**config.mk**
```make
export PLATFORM = sky130hd
export DESIGN_NAME = scfd_decode
export DESIGN_NICKNAME = d
export VERILOG_FILES = /design/src/shared/scfd_pkg.sv /design/src/shared/scfd_dec_if.sv /design/src/scfd_classify.sv /design/src/scfd_decode.sv
export SDC_FILE = /design/constraint.sdc
export NUM_CORES = 1
export LEC_CHECK = 0
export BUFFER_PORTS_ARGS = -buffer_cell sky130_fd_sc_hd__buf_2
export CAP_MARGIN = 20
export CORE_MARGIN = 10
export CORE_UTILIZATION = 50
export CTS_CLUSTER_DIAMETER = 150
export DETAILED_ROUTE_END_ITERATION = 10
export PLACE_DENSITY_LB_ADDON = 0.2
export SLEW_MARGIN = 10
export SYNTH_ARGS = -nofsm -noshare
export SYNTH_HDL_FRONTEND = slang
export SYNTH_HIERARCHICAL = 1
export SYNTH_SLANG_ARGS = --single-unit
```
**constraint.sdc**
```tcl
create_clock -name mclk_in -period 3.2 [get_ports mclk_in]
set_input_delay 0.16 -clock mclk_in [delete_from_list [all_inputs] [get_ports mclk_in]]
set_output_delay 0.16 -clock mclk_in [all_outputs]
set_load 0.05 [all_outputs]
```
**src/shared/scfd_pkg.sv**
```systemverilog
// package: opcodes, clock counts and types of the decode slice
package scfd_pkg;
  localparam logic [7:0] OPC_ESCAPE     = 8'h0F;
  localparam logic [7:0] OPC_SET_LT     = 8'h9C;
  localparam logic [7:0] OPC_SET_GE     = 8'h9D;
  localparam logic [7:0] OPC_SET_LE     = 8'h9E;
  localparam logic [7:0] OPC_SET_GT     = 8'h9F;
  localparam logic [7:0] OPC_FRAME_MAKE = 8'hC8;
  localparam logic [7:0] OPC_FRAME_DROP = 8'hC9;
  localparam logic [7:0] OPC_INT_VEC    = 8'hCD;
  localparam logic [7:0] OPC_INT_BRK    = 8'hCC;
  localparam logic [7:0] OPC_INT_OVF    = 8'hCE;
  localparam logic [7:0] OPC_RANGE_CHK  = 8'h62;
  localparam logic [7:0] OPC_TRAP_RET   = 8'hCF;
  localparam logic [2:0] MODRM_REG_SET  = 3'h0;
  localparam logic [1:0] MODRM_MOD_REG  = 2'h3;
  localparam logic [7:0] VEC_BRK        = 8'h03;
  localparam logic [7:0] VEC_OVF        = 8'h04;
  localparam logic [7:0] VEC_RANGE      = 8'h05;
  localparam logic [7:0] VEC_GP         = 8'h0D;
  localparam logic [16:0] SEG_LIMIT_MAX = 17'h0FFFF;
  localparam int CW = 12;
  localparam logic [CW-1:0] CLK_SET_REG     = 12'h004;
  localparam logic [CW-1:0] CLK_SET_MEM     = 12'h005;
  localparam logic [CW-1:0] CLK_ENTER_L0    = 12'h00A;
  localparam logic [CW-1:0] CLK_ENTER_L1    = 12'h00E;
  localparam logic [CW-1:0] CLK_ENTER_BASE  = 12'h011;
  localparam logic [CW-1:0] CLK_ENTER_STEP  = 12'h008;
  localparam logic [CW-1:0] CLK_LEAVE       = 12'h004;
  localparam logic [CW-1:0] CLK_INT_REAL    = 12'h025;
  localparam logic [CW-1:0] CLK_BRK_REAL    = 12'h021;
  localparam logic [CW-1:0] CLK_OVF_REAL    = 12'h023;
  localparam logic [CW-1:0] CLK_OVF_NONE    = 12'h003;
  localparam logic [CW-1:0] CLK_RANGE_OUT   = 12'h02C;
  localparam logic [CW-1:0] CLK_RANGE_IN    = 12'h00A;
  localparam logic [CW-1:0] CLK_GATE_SAME   = 12'h047;
  localparam logic [CW-1:0] CLK_GATE_PRIV   = 12'h06F;
  localparam logic [CW-1:0] CLK_INT_TSS16   = 12'h1B6;
  localparam logic [CW-1:0] CLK_INT_TSS32   = 12'h1D1;
  localparam logic [CW-1:0] CLK_BRK_TSS16   = 12'h17E;
  localparam logic [CW-1:0] CLK_BRK_TSS32   = 12'h199;
  localparam logic [CW-1:0] CLK_OVF_TSS16   = 12'h180;
  localparam logic [CW-1:0] CLK_OVF_TSS32   = 12'h19B;
  localparam logic [CW-1:0] CLK_RNG_TSS16   = 12'h166;
  localparam logic [CW-1:0] CLK_RNG_TSS32   = 12'h184;
  localparam logic [CW-1:0] CLK_V86_INT_PL0 = 12'h113;
  localparam logic [CW-1:0] CLK_V86_EXC_PL0 = 12'h0DF;
  localparam logic [CW-1:0] CLK_TRAP_RET    = 12'h00A;
  localparam logic [CW-1:0] CLK_FAULT       = 12'h001;

  typedef enum logic [1:0] {
    MODE_REAL,
    MODE_V86,
    MODE_PROT
  } scfd_mode_t;

  typedef enum logic [3:0] {
    OP_NONE,
    OP_ESCAPE,
    OP_SET_BYTE_IF_SIGNED_LESS,
    OP_SET_BYTE_IF_SIGNED_NOT_LESS,
    OP_SET_BYTE_IF_SIGNED_LE,
    OP_SET_BYTE_IF_SIGNED_GT,
    OP_FRAME_MAKE,
    OP_FRAME_DROP,
    OP_INT_VEC,
    OP_INT_BRK,
    OP_INT_OVF,
    OP_RANGE_CHK,
    OP_TRAP_RETURN
  } scfd_op_t;
endpackage

```
**src/shared/scfd_dec_if.sv**
```systemverilog
// interface: opcode byte in, decoded class out
`timescale 1ns/10ps
interface scfd_dec_if;
  import scfd_pkg::*;
  logic [7:0] op_byte;
  logic       escaped;
  scfd_op_t   op_class;
  modport core (output op_byte, output escaped, input op_class);
  modport cls  (input op_byte, input escaped, output op_class);
endinterface

```
**src/scfd_classify.sv**
```systemverilog
// combinational opcode classifier
`timescale 1ns/10ps
module scfd_classify
  import scfd_pkg::*;
(
  scfd_dec_if.cls dec
);
  always_comb begin
    dec.op_class = OP_NONE;
    if (dec.escaped) begin
      unique case (dec.op_byte)
        // [RULE1] signed less set
        OPC_SET_LT: dec.op_class = OP_SET_BYTE_IF_SIGNED_LESS;
        OPC_SET_GE: dec.op_class = OP_SET_BYTE_IF_SIGNED_NOT_LESS;
        // [RULE2] signed le set
        OPC_SET_LE: dec.op_class = OP_SET_BYTE_IF_SIGNED_LE;
        // [RULE3] signed gt set
        OPC_SET_GT: dec.op_class = OP_SET_BYTE_IF_SIGNED_GT;
        default:    dec.op_class = OP_NONE;
      endcase
    end else begin
      unique case (dec.op_byte)
        OPC_ESCAPE:     dec.op_class = OP_ESCAPE;
        // [RULE4] frame build opcode
        OPC_FRAME_MAKE: dec.op_class = OP_FRAME_MAKE;
        // [RULE5] frame teardown opcode
        OPC_FRAME_DROP: dec.op_class = OP_FRAME_DROP;
        // [RULE6] explicit vector interrupt
        OPC_INT_VEC:    dec.op_class = OP_INT_VEC;
        // [RULE7] breakpoint opcode
        OPC_INT_BRK:    dec.op_class = OP_INT_BRK;
        // [RULE8] overflow trap opcode
        OPC_INT_OVF:    dec.op_class = OP_INT_OVF;
        // [RULE9] range check opcode
        OPC_RANGE_CHK:  dec.op_class = OP_RANGE_CHK;
        // [RULE13] trap return opcode
        OPC_TRAP_RET:   dec.op_class = OP_TRAP_RETURN;
        default:        dec.op_class = OP_NONE;
      endcase
    end
  end
endmodule // scfd_classify

```
**src/scfd_decode.sv**
```systemverilog
// decode and sequencing of byte-set, frame, interrupt and trap return
// How it works
// [RULE1] escape then 9C: signed less set, 4/5
// [RULE2] escape then 9E: signed le set, 4/5
// [RULE3] escape then 9F: signed gt set, 4/5
// [RULE4] C8 frame build: 10 or 14 clocks
// [RULE5] C9 frame teardown: always 4 clocks
// [RULE6] CD vector interrupt: 37 clocks real/v86
// [RULE7] CC breakpoint to vector 3: 33 clocks
// [RULE8] CE: overflow gives vector 4 35, else 3
// [RULE9] 62 range check: out 44 vector 5, in 10
// [RULE10] protected gate dispatch: 71 same, 111 change
// [RULE11] vector task switch: 438 or 465 clocks
// [RULE12] v86 to level 0: 275 or 223
// [RULE13] CF decodes as trap return
// [RULE14] real mode beyond FFFF raises vector 13
// [RULE15] overflow trap, range check fault by value
// [RULE16] set byte writes 1 or 0, flags kept
// [RULE17] deeper frame nesting adds clocks per level
`timescale 1ns/10ps
module scfd_decode
  import scfd_pkg::*;
(
  input  wire logic       mclk_in,
  input  wire logic       srst_in,
  input  wire logic [7:0] fetch_byte_in,
  input  wire logic       fetch_valid_in,
  output logic            fetch_ready_out,
  input  wire scfd_mode_t mode_in,
  input  wire logic       sign_flag_in,
  input  wire logic       zero_flag_in,
  input  wire logic       overflow_flag_in,
  input  wire logic       range_ok_in,
  input  wire logic       gate_priv_change_in,
  input  wire logic       gate_task_in,
  input  wire logic       task_state_segment_32_in,
  input  wire logic       v86_gate_pl0_in,
  input  wire logic [15:0] ea_offset_in,
  output scfd_op_t        op_out,
  output logic            busy_out,
  output logic            done_out,
  output logic            result_wr_out,
  output logic            result_mem_out,
  output logic [7:0]      result_out,
  output logic [15:0]     frame_size_out,
  output logic [7:0]      frame_level_out,
  output logic            int_raise_out,
  output logic [7:0]      int_vector_out
);
  typedef enum logic [2:0] {
    ST_OPCODE,
    ST_OP2,
    ST_MODRM,
    ST_IMM_LO,
    ST_IMM_HI,
    ST_LEVEL,
    ST_VECTOR,
    ST_EXEC
  } scfd_state_t;

  typedef struct packed {
    scfd_state_t     st;
    scfd_op_t        op;
    logic [CW-1:0]   cnt;
    logic            mem;
    logic [15:0]     size;
    logic [7:0]      level;
    logic [7:0]      vec;
    logic            raise;
    logic [7:0]      res;
    logic            wr;
    logic            done;
  } scfd_regs_t;

  scfd_regs_t  cur_ff;
  scfd_regs_t  nxt_cur;
  scfd_dec_if  dec ();

  scfd_classify u_classify (
    .dec (dec)
  );

  assign dec.op_byte = fetch_byte_in;
  assign dec.escaped = (cur_ff.st == ST_OP2);
  assign fetch_ready_out = (cur_ff.st != ST_EXEC);

  logic            take;
  logic            lt_sig;
  logic            cond;
  logic [16:0]     ea_last;
  logic            seg_over;
  logic            is_set;
  logic [CW-1:0]   enter_clks;

  assign take    = fetch_valid_in && fetch_ready_out;
  assign lt_sig  = sign_flag_in ^ overflow_flag_in;
  assign is_set  = (cur_ff.op == OP_SET_BYTE_IF_SIGNED_LESS) ||
                   (cur_ff.op == OP_SET_BYTE_IF_SIGNED_NOT_LESS) ||
                   (cur_ff.op == OP_SET_BYTE_IF_SIGNED_LE) ||
                   (cur_ff.op == OP_SET_BYTE_IF_SIGNED_GT);
  // [RULE14] last byte of operand
  assign ea_last = {1'b0, ea_offset_in} + (cur_ff.op == OP_RANGE_CHK ? 17'h00003 : 17'h00000);
  assign seg_over = (mode_in == MODE_REAL) && (ea_last > SEG_LIMIT_MAX);
  // [RULE17] linear growth per level
  assign enter_clks = CLK_ENTER_BASE + CLK_ENTER_STEP * (CW'(fetch_byte_in) - 12'h001);

  // [RULE16] condition per byte-set form
  always_comb begin
    unique case (cur_ff.op)
      OP_SET_BYTE_IF_SIGNED_LESS:     cond = lt_sig;
      OP_SET_BYTE_IF_SIGNED_NOT_LESS: cond = !lt_sig;
      OP_SET_BYTE_IF_SIGNED_LE:       cond = zero_flag_in || lt_sig;
      default:                        cond = !(zero_flag_in || lt_sig);
    endcase
  end

  // [RULE10] gate and task dispatch cost
  function automatic logic [CW-1:0] prot_clks(input logic [CW-1:0] t16,
                                              input logic [CW-1:0] t32);
    logic [CW-1:0] r;
    r = gate_priv_change_in ? CLK_GATE_PRIV : CLK_GATE_SAME;
    if (gate_task_in) begin
      r = task_state_segment_32_in ? t32 : t16;
    end
    return r;
  endfunction

  // exception dispatch cost by mode
  function automatic logic [CW-1:0] exc_clks(input logic [CW-1:0] real_c,
                                             input logic [CW-1:0] v86_c,
                                             input logic [CW-1:0] t16,
                                             input logic [CW-1:0] t32);
    logic [CW-1:0] r;
    r = real_c;
    if (mode_in == MODE_PROT) begin
      r = prot_clks(t16, t32);
    end else if (mode_in == MODE_V86 && v86_gate_pl0_in) begin
      r = v86_c;
    end
    return r;
  endfunction

  always_comb begin
    nxt_cur      = cur_ff;
    nxt_cur.done = 1'b0;
    nxt_cur.wr   = 1'b0;
    unique case (cur_ff.st)
      ST_OPCODE: begin
        nxt_cur.raise = 1'b0;
        if (take) begin
          nxt_cur.op = dec.op_class;
          unique case (dec.op_class)
            OP_ESCAPE:      nxt_cur.st = ST_OP2;
            OP_FRAME_MAKE:  nxt_cur.st = ST_IMM_LO;
            OP_INT_VEC:     nxt_cur.st = ST_VECTOR;
            OP_RANGE_CHK:   nxt_cur.st = ST_MODRM;
            // [RULE5] teardown fixed cost
            OP_FRAME_DROP: begin
              nxt_cur.st  = ST_EXEC;
              nxt_cur.cnt = CLK_LEAVE;
            end
            // [RULE7] breakpoint vector 3
            OP_INT_BRK: begin
              nxt_cur.st    = ST_EXEC;
              nxt_cur.vec   = VEC_BRK;
              nxt_cur.raise = 1'b1;
              // [RULE12] breakpoint from v86
              nxt_cur.cnt   = exc_clks(CLK_BRK_REAL, CLK_V86_EXC_PL0,
                                       CLK_BRK_TSS16, CLK_BRK_TSS32);
            end
            // [RULE8] overflow decides trap
            OP_INT_OVF: begin
              nxt_cur.st    = ST_EXEC;
              nxt_cur.vec   = VEC_OVF;
              // [RULE15] trap by flag value
              nxt_cur.raise = overflow_flag_in;
              nxt_cur.cnt   = overflow_flag_in ?
                              exc_clks(CLK_OVF_REAL, CLK_V86_EXC_PL0,
                                       CLK_OVF_TSS16, CLK_OVF_TSS32) : CLK_OVF_NONE;
            end
            // [RULE13] trap return sequence
            OP_TRAP_RETURN: begin
              nxt_cur.st  = ST_EXEC;
              nxt_cur.cnt = CLK_TRAP_RET;
            end
            default:        nxt_cur.st = ST_OPCODE;
          endcase
        end
      end
      ST_OP2: begin
        if (take) begin
          nxt_cur.op = dec.op_class;
          nxt_cur.st = (dec.op_class == OP_NONE) ? ST_OPCODE : ST_MODRM;
        end
      end
      ST_MODRM: begin
        if (take) begin
          nxt_cur.mem = (fetch_byte_in[7:6] != MODRM_MOD_REG);
          nxt_cur.st  = ST_EXEC;
          if (is_set) begin
            // [RULE1] register 4, memory 5
            nxt_cur.cnt = (fetch_byte_in[7:6] != MODRM_MOD_REG) ? CLK_SET_MEM : CLK_SET_REG;
            if (fetch_byte_in[5:3] != MODRM_REG_SET) begin
              nxt_cur.st = ST_OPCODE;
            end
          end else begin
            // [RULE9] out of range raises vector 5
            nxt_cur.vec   = VEC_RANGE;
            nxt_cur.raise = !range_ok_in;
            // [RULE12] range check from v86
            nxt_cur.cnt   = range_ok_in ? CLK_RANGE_IN :
                            exc_clks(CLK_RANGE_OUT, CLK_V86_EXC_PL0,
                                     CLK_RNG_TSS16, CLK_RNG_TSS32);
          end
          // [RULE14] segment limit fault
          if ((fetch_byte_in[7:6] != MODRM_MOD_REG) && seg_over &&
              (nxt_cur.st == ST_EXEC)) begin
            nxt_cur.vec   = VEC_GP;
            nxt_cur.raise = 1'b1;
            nxt_cur.cnt   = CLK_FAULT;
          end
        end
      end
      ST_IMM_LO: begin
        if (take) begin
          nxt_cur.size[7:0] = fetch_byte_in;
          nxt_cur.st        = ST_IMM_HI;
        end
      end
      ST_IMM_HI: begin
        if (take) begin
          nxt_cur.size[15:8] = fetch_byte_in;
          nxt_cur.st         = ST_LEVEL;
        end
      end
      ST_LEVEL: begin
        if (take) begin
          nxt_cur.level = fetch_byte_in;
          nxt_cur.st    = ST_EXEC;
          // [RULE4] level zero and one
          if (fetch_byte_in == 8'h00) begin
            nxt_cur.cnt = CLK_ENTER_L0;
          end else if (fetch_byte_in == 8'h01) begin
            nxt_cur.cnt = CLK_ENTER_L1;
          end else begin
            nxt_cur.cnt = enter_clks;
          end
        end
      end
      ST_VECTOR: begin
        if (take) begin
          nxt_cur.vec   = fetch_byte_in;
          nxt_cur.raise = 1'b1;
          nxt_cur.st    = ST_EXEC;
          // [RULE6] real 37, [RULE11] task switch
          nxt_cur.cnt   = exc_clks(CLK_INT_REAL, CLK_V86_INT_PL0,
                                   CLK_INT_TSS16, CLK_INT_TSS32);
        end
      end
      ST_EXEC: begin
        nxt_cur.cnt = cur_ff.cnt - 12'h001;
        if (cur_ff.cnt == 12'h001) begin
          nxt_cur.st   = ST_OPCODE;
          nxt_cur.done = 1'b1;
          // [RULE16] byte value, no flag write
          if (is_set && !cur_ff.raise) begin
            nxt_cur.res = {7'h00, cond};
            nxt_cur.wr  = 1'b1;
          end
        end
      end
    endcase
  end

  always_ff @(posedge mclk_in) begin
    if (srst_in) begin
      cur_ff <= '{st: ST_OPCODE, op: OP_NONE, default: '0};
    end else begin
      cur_ff <= nxt_cur;
    end
  end

  assign op_out          = cur_ff.op;
  assign busy_out        = (cur_ff.st == ST_EXEC);
  assign done_out        = cur_ff.done;
  assign result_wr_out   = cur_ff.wr;
  assign result_mem_out  = cur_ff.mem;
  assign result_out      = cur_ff.res;
  assign frame_size_out  = cur_ff.size;
  assign frame_level_out = cur_ff.level;
  assign int_raise_out   = cur_ff.done && cur_ff.raise;
  assign int_vector_out  = cur_ff.vec;
endmodule // scfd_decode

```
Word level (Yosys, flattened, before mapping)
Cells that the tools add are included.
Storage, ports and cells
  flip-flop bits (word level): 56
  latch bits: 0
  bits in writable memories: 0
  bits in read-only memories: 0
  input bits: 37
  output and inout port bits: 50
  logic and storage cells: 166
  memories: 0
Cells by class
  add/subtract/negate cells: 4
  multiply operators: 0
  divide/modulo/power cells: 0
  $lt $le $gt $ge: 1
  eq/ne operators: 51
  shifts and indexed selects: 0
  multiplexer cells: 58
  bitwise gates (word level): 3
  reduce and logical (&&, ||, !) cells: 37
Operators with widths (number)
  12-bit 2-to-1 mux: 12
  9-bit 2-to-1 mux: 10
  8-bit equality test (second input constant): 10
  12-bit case mux with 5 select lines: 1
  12-bit case mux with 4 select lines: 1
  8-bit 2-to-1 mux: 5
  4-bit case mux with 8 select lines: 1
  3-bit 2-to-1 mux: 9
  9-bit case mux with 3 select lines: 1
  4-bit equality test (second input constant): 6
  3-bit case mux with 7 select lines: 1
  19-bit 2-to-1 mux: 1
  9-bit case mux with 2 select lines: 1
  16-bit by 2-bit adder with 17-bit output: 1
  17-bit by 16-bit > comparator with 1-bit output (second input constant): 1
  4-bit by 3-bit equality test with 1-bit output (second input constant): 4
  3-bit equality test (second input constant): 5
  3-bit case mux with 5 select lines: 1
  7-bit 2-to-1 mux: 2
  2-bit != test (second input constant): 7
  13-bit 2-to-1 mux: 1
  5-bit by 12-bit adder with 12-bit output (first input constant): 1
  12-bit by 1-bit equality test with 1-bit output (second input constant): 1
  3-bit case mux with 4 select lines: 1
  42 further kinds: 70

Longest topological paths before layout
Gate-level depths: netlist (run 1).
  depth after elaboration: 12
  depth in mapped cells: 16

By module
The synthesis (run 1) kept the hierarchy.
Modules (own cells, without submodules)
  scfd_decode: instances 1, cells each 559, area each 4212.8 um^2, sequential area each 1121.1 um^2
  scfd_classify: instances 1, cells each 26, area each 190.2 um^2, sequential area each 0.0 um^2

Worst setup path before layout (run 1)
Ideal clock, no wire load.
  kind: reg2reg
  start: register cur_ff[62] (netlist name)
  end: register cur_ff[51] (netlist name)
  setup time: 0.134 ns
  arrival time: 2.889 ns
  setup slack: 0.177 ns
  stages on the path, launching flop included: 16
  path buffers: 6
  period minus slack after synthesis: 3.023 ns
  cell sequence: dfxtp_1 -> buf_2 -> buf_2 -> clkbuf_1 -> nor2_1 -> nor2_1 -> nand2_1 -> o311ai_1 -> buf_2 -> nand2_1 -> o22ai_1 -> a311o_1 -> buf_2 -> buf_6 -> mux2i_1 -> o22ai_1
On the way
  longest elaborated chain between the ends: 6
RTL lines
  start: declaration: line scfd_decode.sv:75  | scfd_regs_t cur_ff;
  start signal: assignment: line scfd_decode.sv:279  | cur_ff <= nxt_cur;
  3-bit by 1-bit equality test with 1-bit output (*): line scfd_decode.sv:84  | assign dec.escaped = (cur_ff.st == ST_OP2);
  via dec.escaped: line scfd_dec_if.sv:6  | logic escaped;
  4-bit 2-to-1 mux (*): line scfd_classify.sv:10  | if (dec.escaped) begin
  via dec.op_class[0]: line scfd_dec_if.sv:7  | scfd_op_t op_class;
  4-bit equality test / 4-bit by 3-bit equality test with 1-bit output (equally long branches): line scfd_decode.sv:152  | unique case (dec.op_class)
  12-bit case mux with 4 select lines: line scfd_decode.sv:152
  19-bit 2-to-1 mux: line scfd_decode.sv:150  | if (take) begin
  12-bit case mux with 5 select lines: line scfd_decode.sv:147  | unique case (cur_ff.st)
Mark *: on every way through the listed nets, which the timed path passes. The rest lies on a longest branch. The select of a mux whose other input is x is not followed.
A chain may end at the register's enable or synchronous reset.

Final worst setup path (run 1)
  start: register cur_ff (netlist bit op_out[1])
  end: register cur_ff[10] (netlist name)
On the way
  longest elaborated chain between the ends: 12
RTL lines
  parallel branches: the longest is 12 deep, another holds 16-bit by 2-bit adder with 17-bit output
Parallel ways; which one is timed is not known. The select of a mux whose other input is x is not followed.

==> results of run 1 <==
## cell families after synthesis
kind of cell,synth area share [%]
adders and majority gates,2.16
muxes,4.12
buffers and inverters,12.6
xor gates and xnor gates,3.78
and+or+nand+nor,28.8
other,0.0852
DFF,25.5
AOI/OAI and AO/OA,23.0
## sequential cells by signal, summed over array words and instances (netlist names)
| name | flops |
|---|---|
| result_mem_out | 1 |
| int_vector_out | 8 |
| frame_level_out | 8 |
| frame_size_out | 16 |
| op_out | 4 |
| result_wr_out | 1 |
| cur_ff | 16 |
| result_out | 1 |
| done_out | 1 |
## routing by layer
layer / up-vias / wire length [µm]
li1: 2077 / -
met1: 2048 / 5920
met2: 208 / 5910
met4: 0 / 258
met3: 17 / 1320
met5: - / 0
## worst reg2reg max path, stage by stage, from the launching register on
cell and delay, ns:
dfxtp_1 0.44, nor2b_1 0.20, and3_1 0.19, ha_1 0.15, inv_1 0.05, fa_1 0.36
or4_4 0.56, nor2_2 0.24, o21ai_1 0.19, a311oi_1 0.34, o22ai_1 0.11
## final cells by class
type	count	area, µm²
clock buffers	6	72.6
clock inverters	2	38.8
fillers	866	3950
inverters	16	60.1
multi-input cells	438	2750
flip-flops and latches	56	1120
well taps	108	135
repair buffers	93	513
## worst max path at each step
stage,startpoint,to,slack (ns)
final,op_out[1],cur_ff[10],0.25
after global routing,cur_ff[61],cur_ff[48],0.05
after CTS,op_out[1],cur_ff[10],0.25
after detailed placement,op_out[1],cur_ff[10],0.27
after global placement,op_out[1],cur_ff[10],0.32
after floorplan,cur_ff[62],cur_ff[51],0.18
## layout by cell type, fill, tap and decap left out, types with 6 or more instances in the layout
cell type / Yosys / routed
o22ai_1: 11 / 11
dfxtp_1: 56 / 56
nor2b_1: 10 / 10
xnor2_1: 9 / 9
xor2_1: 10 / 10
nand2b_1: 13 / 13
nand3b_1: 6 / 6
a21oi_1: 37 / 37
and2_1: 6 / 6
conb_1: 1 / 7
o211ai_1: 7 / 7
o21ai_0: 28 / 28
inv_1: 16 / 16
nor3b_1: 6 / 6
a311oi_1: 6 / 6
nand2_1: 71 / 71
nand3_1: 11 / 11
buf_2: 11 / 79
nor2_1: 52 / 52
nor3_1: 11 / 11
buf_4: 45 / 13
mux2i_1: 17 / 17
ha_1: 6 / 6
a211oi_1: 7 / 7
## through the flow
| step | hold slack, ns | std cells | total power, mW |
|---|---|---|---|
| after floorplan | 0.375 | 591 | 0.949 |
| after global placement | 0.443 | 711 | 1.02 |
| after detailed placement | 0.446 | 711 | 1.03 |
| after CTS | 0.155 | 719 | 1.52 |
| after global routing | 0.160 | 719 | 1.57 |
| final | 0.162 | 719 | 1.51 |
## power by group
| part | switching [mW] | leakage (nW) | internal [mW] |
|---|---|---|---|
| Sequential | 0.00850 | 0.452 | 0.706 |
| Combinational | 0.203 | 1.39 | 0.100 |
| Clock | 0.258 | 0.0558 | 0.237 |
| Total | 0.470 | 1.90 | 1.04 |
==> metrics.txt, run 1 <==
status finished clean; Resize count post-CTS 0; Setup-failing EPs final 0; asr flop ratio synth 0%; ys flop type dfxtp_1; Final Critical Period between 2 and 3 ns; DR vias 4350; Gate Count Post-Synth between 500 and 600; Max stage delay on crit path 0.56 ns; Nets 654; post-route design area approximately 0.0047 mm²; max-slew violation count 0; via/cell ratio 6.05; R2R Path End cur_ff[10]; GRT Total Usage 19.8%; Worst Skew 0.00443 ns; Skew-Pair Late Insertion Delay 0.32 ns; # hold bufs at CTS 0; Port Buffers just under 80; GR Layer Usage met1 between 20% and 30%; vias in the first global route 4114; die area 0.0130 mm²; TNS Setup 0 ns; First-pass DRT Iterations 5; worst path cell trace nor2b_1 -> and3_1 -> ha_1 -> inv_1 -> fa_1 -> or4_4 -> nor2_2 -> o21ai_1 -> a311oi_1 -> o22ai_1; ranking of synthesized cells by area dfxtp_1 25%, buf_4 7.7%, nand2_1 6.1%; Final Hold Violating Endpoints 0; Inserted Diodes 0; ANT nets after route 0; top cells by count, synth 71 x nand2_1, 56 x dfxtp_1, 52 x nor2_1; Reg2Reg Setup Slack 0.25 ns; sequential area share after synthesis 25.5%; antenna violations before repair 0; most frequent cell after synthesis nand2_1; gr busiest metal met2; largest net degree at the start of global routing 37; Ys Warns 6; number of synthesized flops with an enable pin 0; final WL 13400 µm; worst-margin pin slew slightly above 0.9 ns; Final Util 54.3%; post-synth cell types 83; CP Launch Type register; WP data required 3.39 ns; RSZ-0062 raised after global routing false; layout cells sized above 1 just under 20%; Layout Area Growth over Synthesis 6.54%; setup slack after layout 0.246 ns; maximum VDD drop between 0.2 and 0.25 mV; dpl hpwl 9910 µm; Worst EP arrival approximately 3.1 ns; overall die width 114 µm; Hold Crit Start fetch_byte_in[5]; clock root cell clkbuf_8; Initial DRC Count approximately 350; PwrDens 322 mW/mm²; Worst R2R Path Depth 10; Synth top area share 25.5%; crit end category register; cts bufs inserted 5; Relative slew margins 38.9%; met3 Use GR 4.46%; MaxCap Viol Count 0; Site Rows 34; Hold EP frame_level_out[5]; H-Tree Depth 2; number of synthesized register bits between 50 and 60; CTS tree yes; worst r2r src op_out[1]; Worst path depth 10; Leak ~1.9 nW; GR Layer Usage met2 roughly 30%; min-delay worst type primary input to register; CP Buf/Inv Count 1; CP Max Fanout 7; post-CTS setup buffer count 0; final period utilization 92.3%; DRC 0; Avg Inst Size Synth 7.53 µm²; placed inst area around 0.0046 mm²; post-place setup slack 0.265 ns; crit path kind register to register; first-pass GRT wire length ~22000 µm; clock slew at reported path FFs 0.11 ns; hold depth 3; clock buffer depth 2; critical path's slowest cell or4_4; Placeable Area 0.00864 mm²; WL/cell 18.7 µm; gr ovfl total 0; Synth area leader dfxtp_1; Mapped Area 0.00440 mm²; RD Place Congestion 0.917; CTS Sinks 56; Initial Util 51.0%; die span in y 114 µm; Ports 87; delay-heaviest family, CP simple AND/OR/NAND/NOR gates; Max Freq 338 MHz
Power figures use the tool's default switching activity.
==> inputs of run 2 (changes only) <==
- ABC_AREA: unset -> 1
==> run 2 against run 1 <==
  * Global-route usage is 0.33 points lower
  * Fmax increased by 4.1%
  * Combinational power is 81% higher
  * Register-to-register slack better by 0.12 ns
  * Highest routed layer unchanged
  * Total power increased by 15%
  * First-iteration DRC count rose by 1.4%
  * Final area increased by 1.9%
  * Worst setup slack better by 0.12 ns
  * Wire length is 1.5% lower
  * Sequential cell count stayed put
  * Count of clock-buffer cells in the layout decreased by 1
==> metrics.txt, run 2 <==
DRC 0 (unchanged); Worst Skew 0.00727 ns (was 0.00443 ns); max-slew violation count 0 (unchanged); largest net degree at the start of global routing 37 (unchanged); worst-margin pin slew 0.633 ns (was 0.910 ns); top cells by count, synth 173 x nand2_1, 83 x inv_1, 77 x nor2_1 (was 71 x nand2_1, 56 x dfxtp_1, 52 x nor2_1); final period utilization 88.7% (was 92.3%); post-CTS setup buffer count 0 (unchanged); layout cells sized above 1 18.6% (was 19.5%); first-pass GRT wire length 21600 µm (about the same); WP data required 3.41 ns (was 3.39 ns); vias in the first global route 4430 (was 4114); Ports 87 (unchanged); gr ovfl total 0 (unchanged); H-Tree Depth 2 (unchanged); clock root cell clkbuf_8 (unchanged); Nets 813 (was 654); commonest non-fill, non-tap cell in the layout nand2_1 (was buf_2); Synth top area share 24.7% (was 25.5%); die span in y 115 µm (was 114 µm); GRT Total Usage 19.5% (was 19.8%); overall die width 115 µm (was 114 µm); First-pass DRT Iterations 7 (was 5); dpl hpwl 10300 µm (was 9910 µm); die area 0.0133 mm² (was 0.0130 mm²); ANT nets after route 0 (unchanged); Site Rows 34 (unchanged); Gate Count Post-Synth 735 (was 585); Setup-failing EPs final 0 (unchanged); crit path kind register to register (unchanged); CTS Sinks 56 (unchanged); clock slew at reported path FFs 0.11 ns (about the same); Initial DRC Count 356 (was 351); setup slack after layout 0.362 ns (was 0.246 ns); post-place setup slack 0.321 ns (was 0.265 ns); number of synthesized flops with an enable pin 0 (unchanged); number of synthesized register bits 56 (unchanged); MaxCap Viol Count 0 (unchanged); post-synth cell types 51 (was 83); ranking of synthesized cells by area dfxtp_1 25%, nand2_1 14%, buf_4 7.4% (was dfxtp_1 25%, buf_4 7.7%, nand2_1 6.1%); Port Buffers 79 (unchanged); Max Freq 352 MHz (was 338 MHz); Inserted Diodes 0 (unchanged); Relative slew margins 57.7% (was 38.9%); CP Max Fanout 10 (was 7); clock buffer depth 2 (unchanged); Final Hold Violating Endpoints 0 (unchanged); cts bufs inserted 5 (unchanged); crit end category register (unchanged); Initial Util 51.8% (was 51.0%); # fillers 934 (was 866); Avg Inst Size Synth 6.17 µm² (was 7.53 µm²); via/cell ratio 5.34 (was 6.05); status finished clean (unchanged); Final Critical Period 2.84 ns (was 2.95 ns); Synth area leader dfxtp_1 (unchanged); most frequent cell after synthesis nand2_1 (unchanged); final WL 13200 µm (was 13400 µm); PwrDens 364 mW/mm² (was 322 mW/mm²); RD Place Congestion 0.985 (was 0.917); maximum VDD drop 0.182 mV (was 0.225 mV); Skew-Pair Late Insertion Delay 0.32 ns (about the same); WL/cell 15.0 µm (was 18.7 µm); TNS Setup 0 ns (unchanged); Mapped Area 0.00454 mm² (was 0.00440 mm²); min-delay worst type primary input to register (unchanged); Layout Area Growth over Synthesis 5.35% (was 6.54%); commonest cells after routing, fill and taps aside 173 x nand2_1, 83 x inv_1, 79 x buf_2 (was 79 x buf_2, 71 x nand2_1, 56 x dfxtp_1); DR vias 4686 (was 4350); CTS tree yes (unchanged); antenna violations before repair 0 (unchanged); Leak 2.28 nW (was 1.90 nW); # hold bufs at CTS 0 (unchanged); Placeable Area 0.00876 mm² (was 0.00864 mm²); ys flop type dfxtp_1 (unchanged); sequential area share after synthesis 24.7% (was 25.5%); Worst EP arrival 3.05 ns (was 3.14 ns); Ys Warns 6 (unchanged); asr flop ratio synth 0% (unchanged); Resize count post-CTS 0 (unchanged); RSZ-0062 raised after global routing false (unchanged); CP Launch Type register (unchanged)
run 2: cell count changes after synthesis, sizes merged, moves of 12 or more:
| cell | before | now |
|---|---|---|
| nor2 | 53 | 93 |
| nand3 | 12 | 70 |
| a21oi | 37 | 65 |
| mux2i | 17 | 0 |
| clkbuf | 23 | 9 |
| nand2b | 13 | 1 |
| nand4 | 2 | 14 |
| nand2 | 71 | 181 |
| inv | 16 | 96 |
run 2: cell type report:
cell class	instances	area [µm²]	share of cell area, %
Clock buffer	5	68.8	1.44
Clock inverter	3	27.5	0.576
Inverter	98	369	7.72
Multi-Input combinational cell	526	2640	55.2
Sequential cell	56	1120	23.5
Tap cell	108	135	2.83
Timing Repair Buffer	82	418	8.74
run 2: worst paths after layout:
path	start	endpoint	slack (ns)	depth (start not counted)
worst max register to register	op_out[1]	int_vector_out[0]	0.36	11
worst min-delay path	fetch_byte_in[5]	frame_level_out[5]	0.20	3
worst max-delay path	op_out[1]	int_vector_out[0]	0.36	11
worst min register to register	frame_size_out[11]	frame_size_out[11]	0.45	2
run 2: power by group:
part           internal (mW)  total, mW  switching (mW)
registers              0.729      0.760          0.0305
clock network          0.162      0.434           0.272
logic                  0.153      0.547           0.395
run 2: critical path, stage by stage, from the launching register on:
cell and delay (ns):
dfxtp_1 0.36, inv_1 0.08, nor4_1 0.39, ha_1 0.22, inv_1 0.05, fa_1 0.37
nor2_1 0.18, nand4_2 0.30, nand3_4 0.24, nand3_4 0.16, nor3_1 0.31, nor2_1 0.06
run 2: cells by family (layout without fill, tap and decap cells):
logic type / after synthesis / count (layout) / synth area share [%]
flops: 56 / 56 / 24.7
other cells: 1 / 7 / 0.0827
buf+inv: 159 / 188 / 17.6
compound gates: 127 / 127 / 15.6
fa+ha+maj: 7 / 7 / 2.10
xor+xnor: 3 / 3 / 0.579
simple gates: 382 / 382 / 39.3
run 2: per-layer routing:
layer	vias up	wire length (µm)	global-route usage, %	part of all wire [%]
met5	-	0	0	0
met4	0	261	5.86	2.0
met3	19	1010	3.75	7.6
met2	182	5900	31.3	45
met1	2091	6030	25.8	46
li1	2394	-	-	-
run 2: stage by stage:
stage | hold WS (ns) | cell area (µm²) | util, % | total power [mW] | cells
2_1_floorplan | 0.325 | 4560 | - | 1.21 | 741
3_3_place_gp | 0.429 | 4680 | 53.4 | 1.31 | 870
3_5_place_dp | 0.435 | 4680 | 53.4 | 1.32 | 870
4_1_cts | 0.198 | 4780 | 54.5 | 1.74 | 878
5_1_grt | 0.213 | 4780 | 54.5 | 1.84 | 878
6_report | 0.201 | 4780 | 54.5 | 1.74 | 878
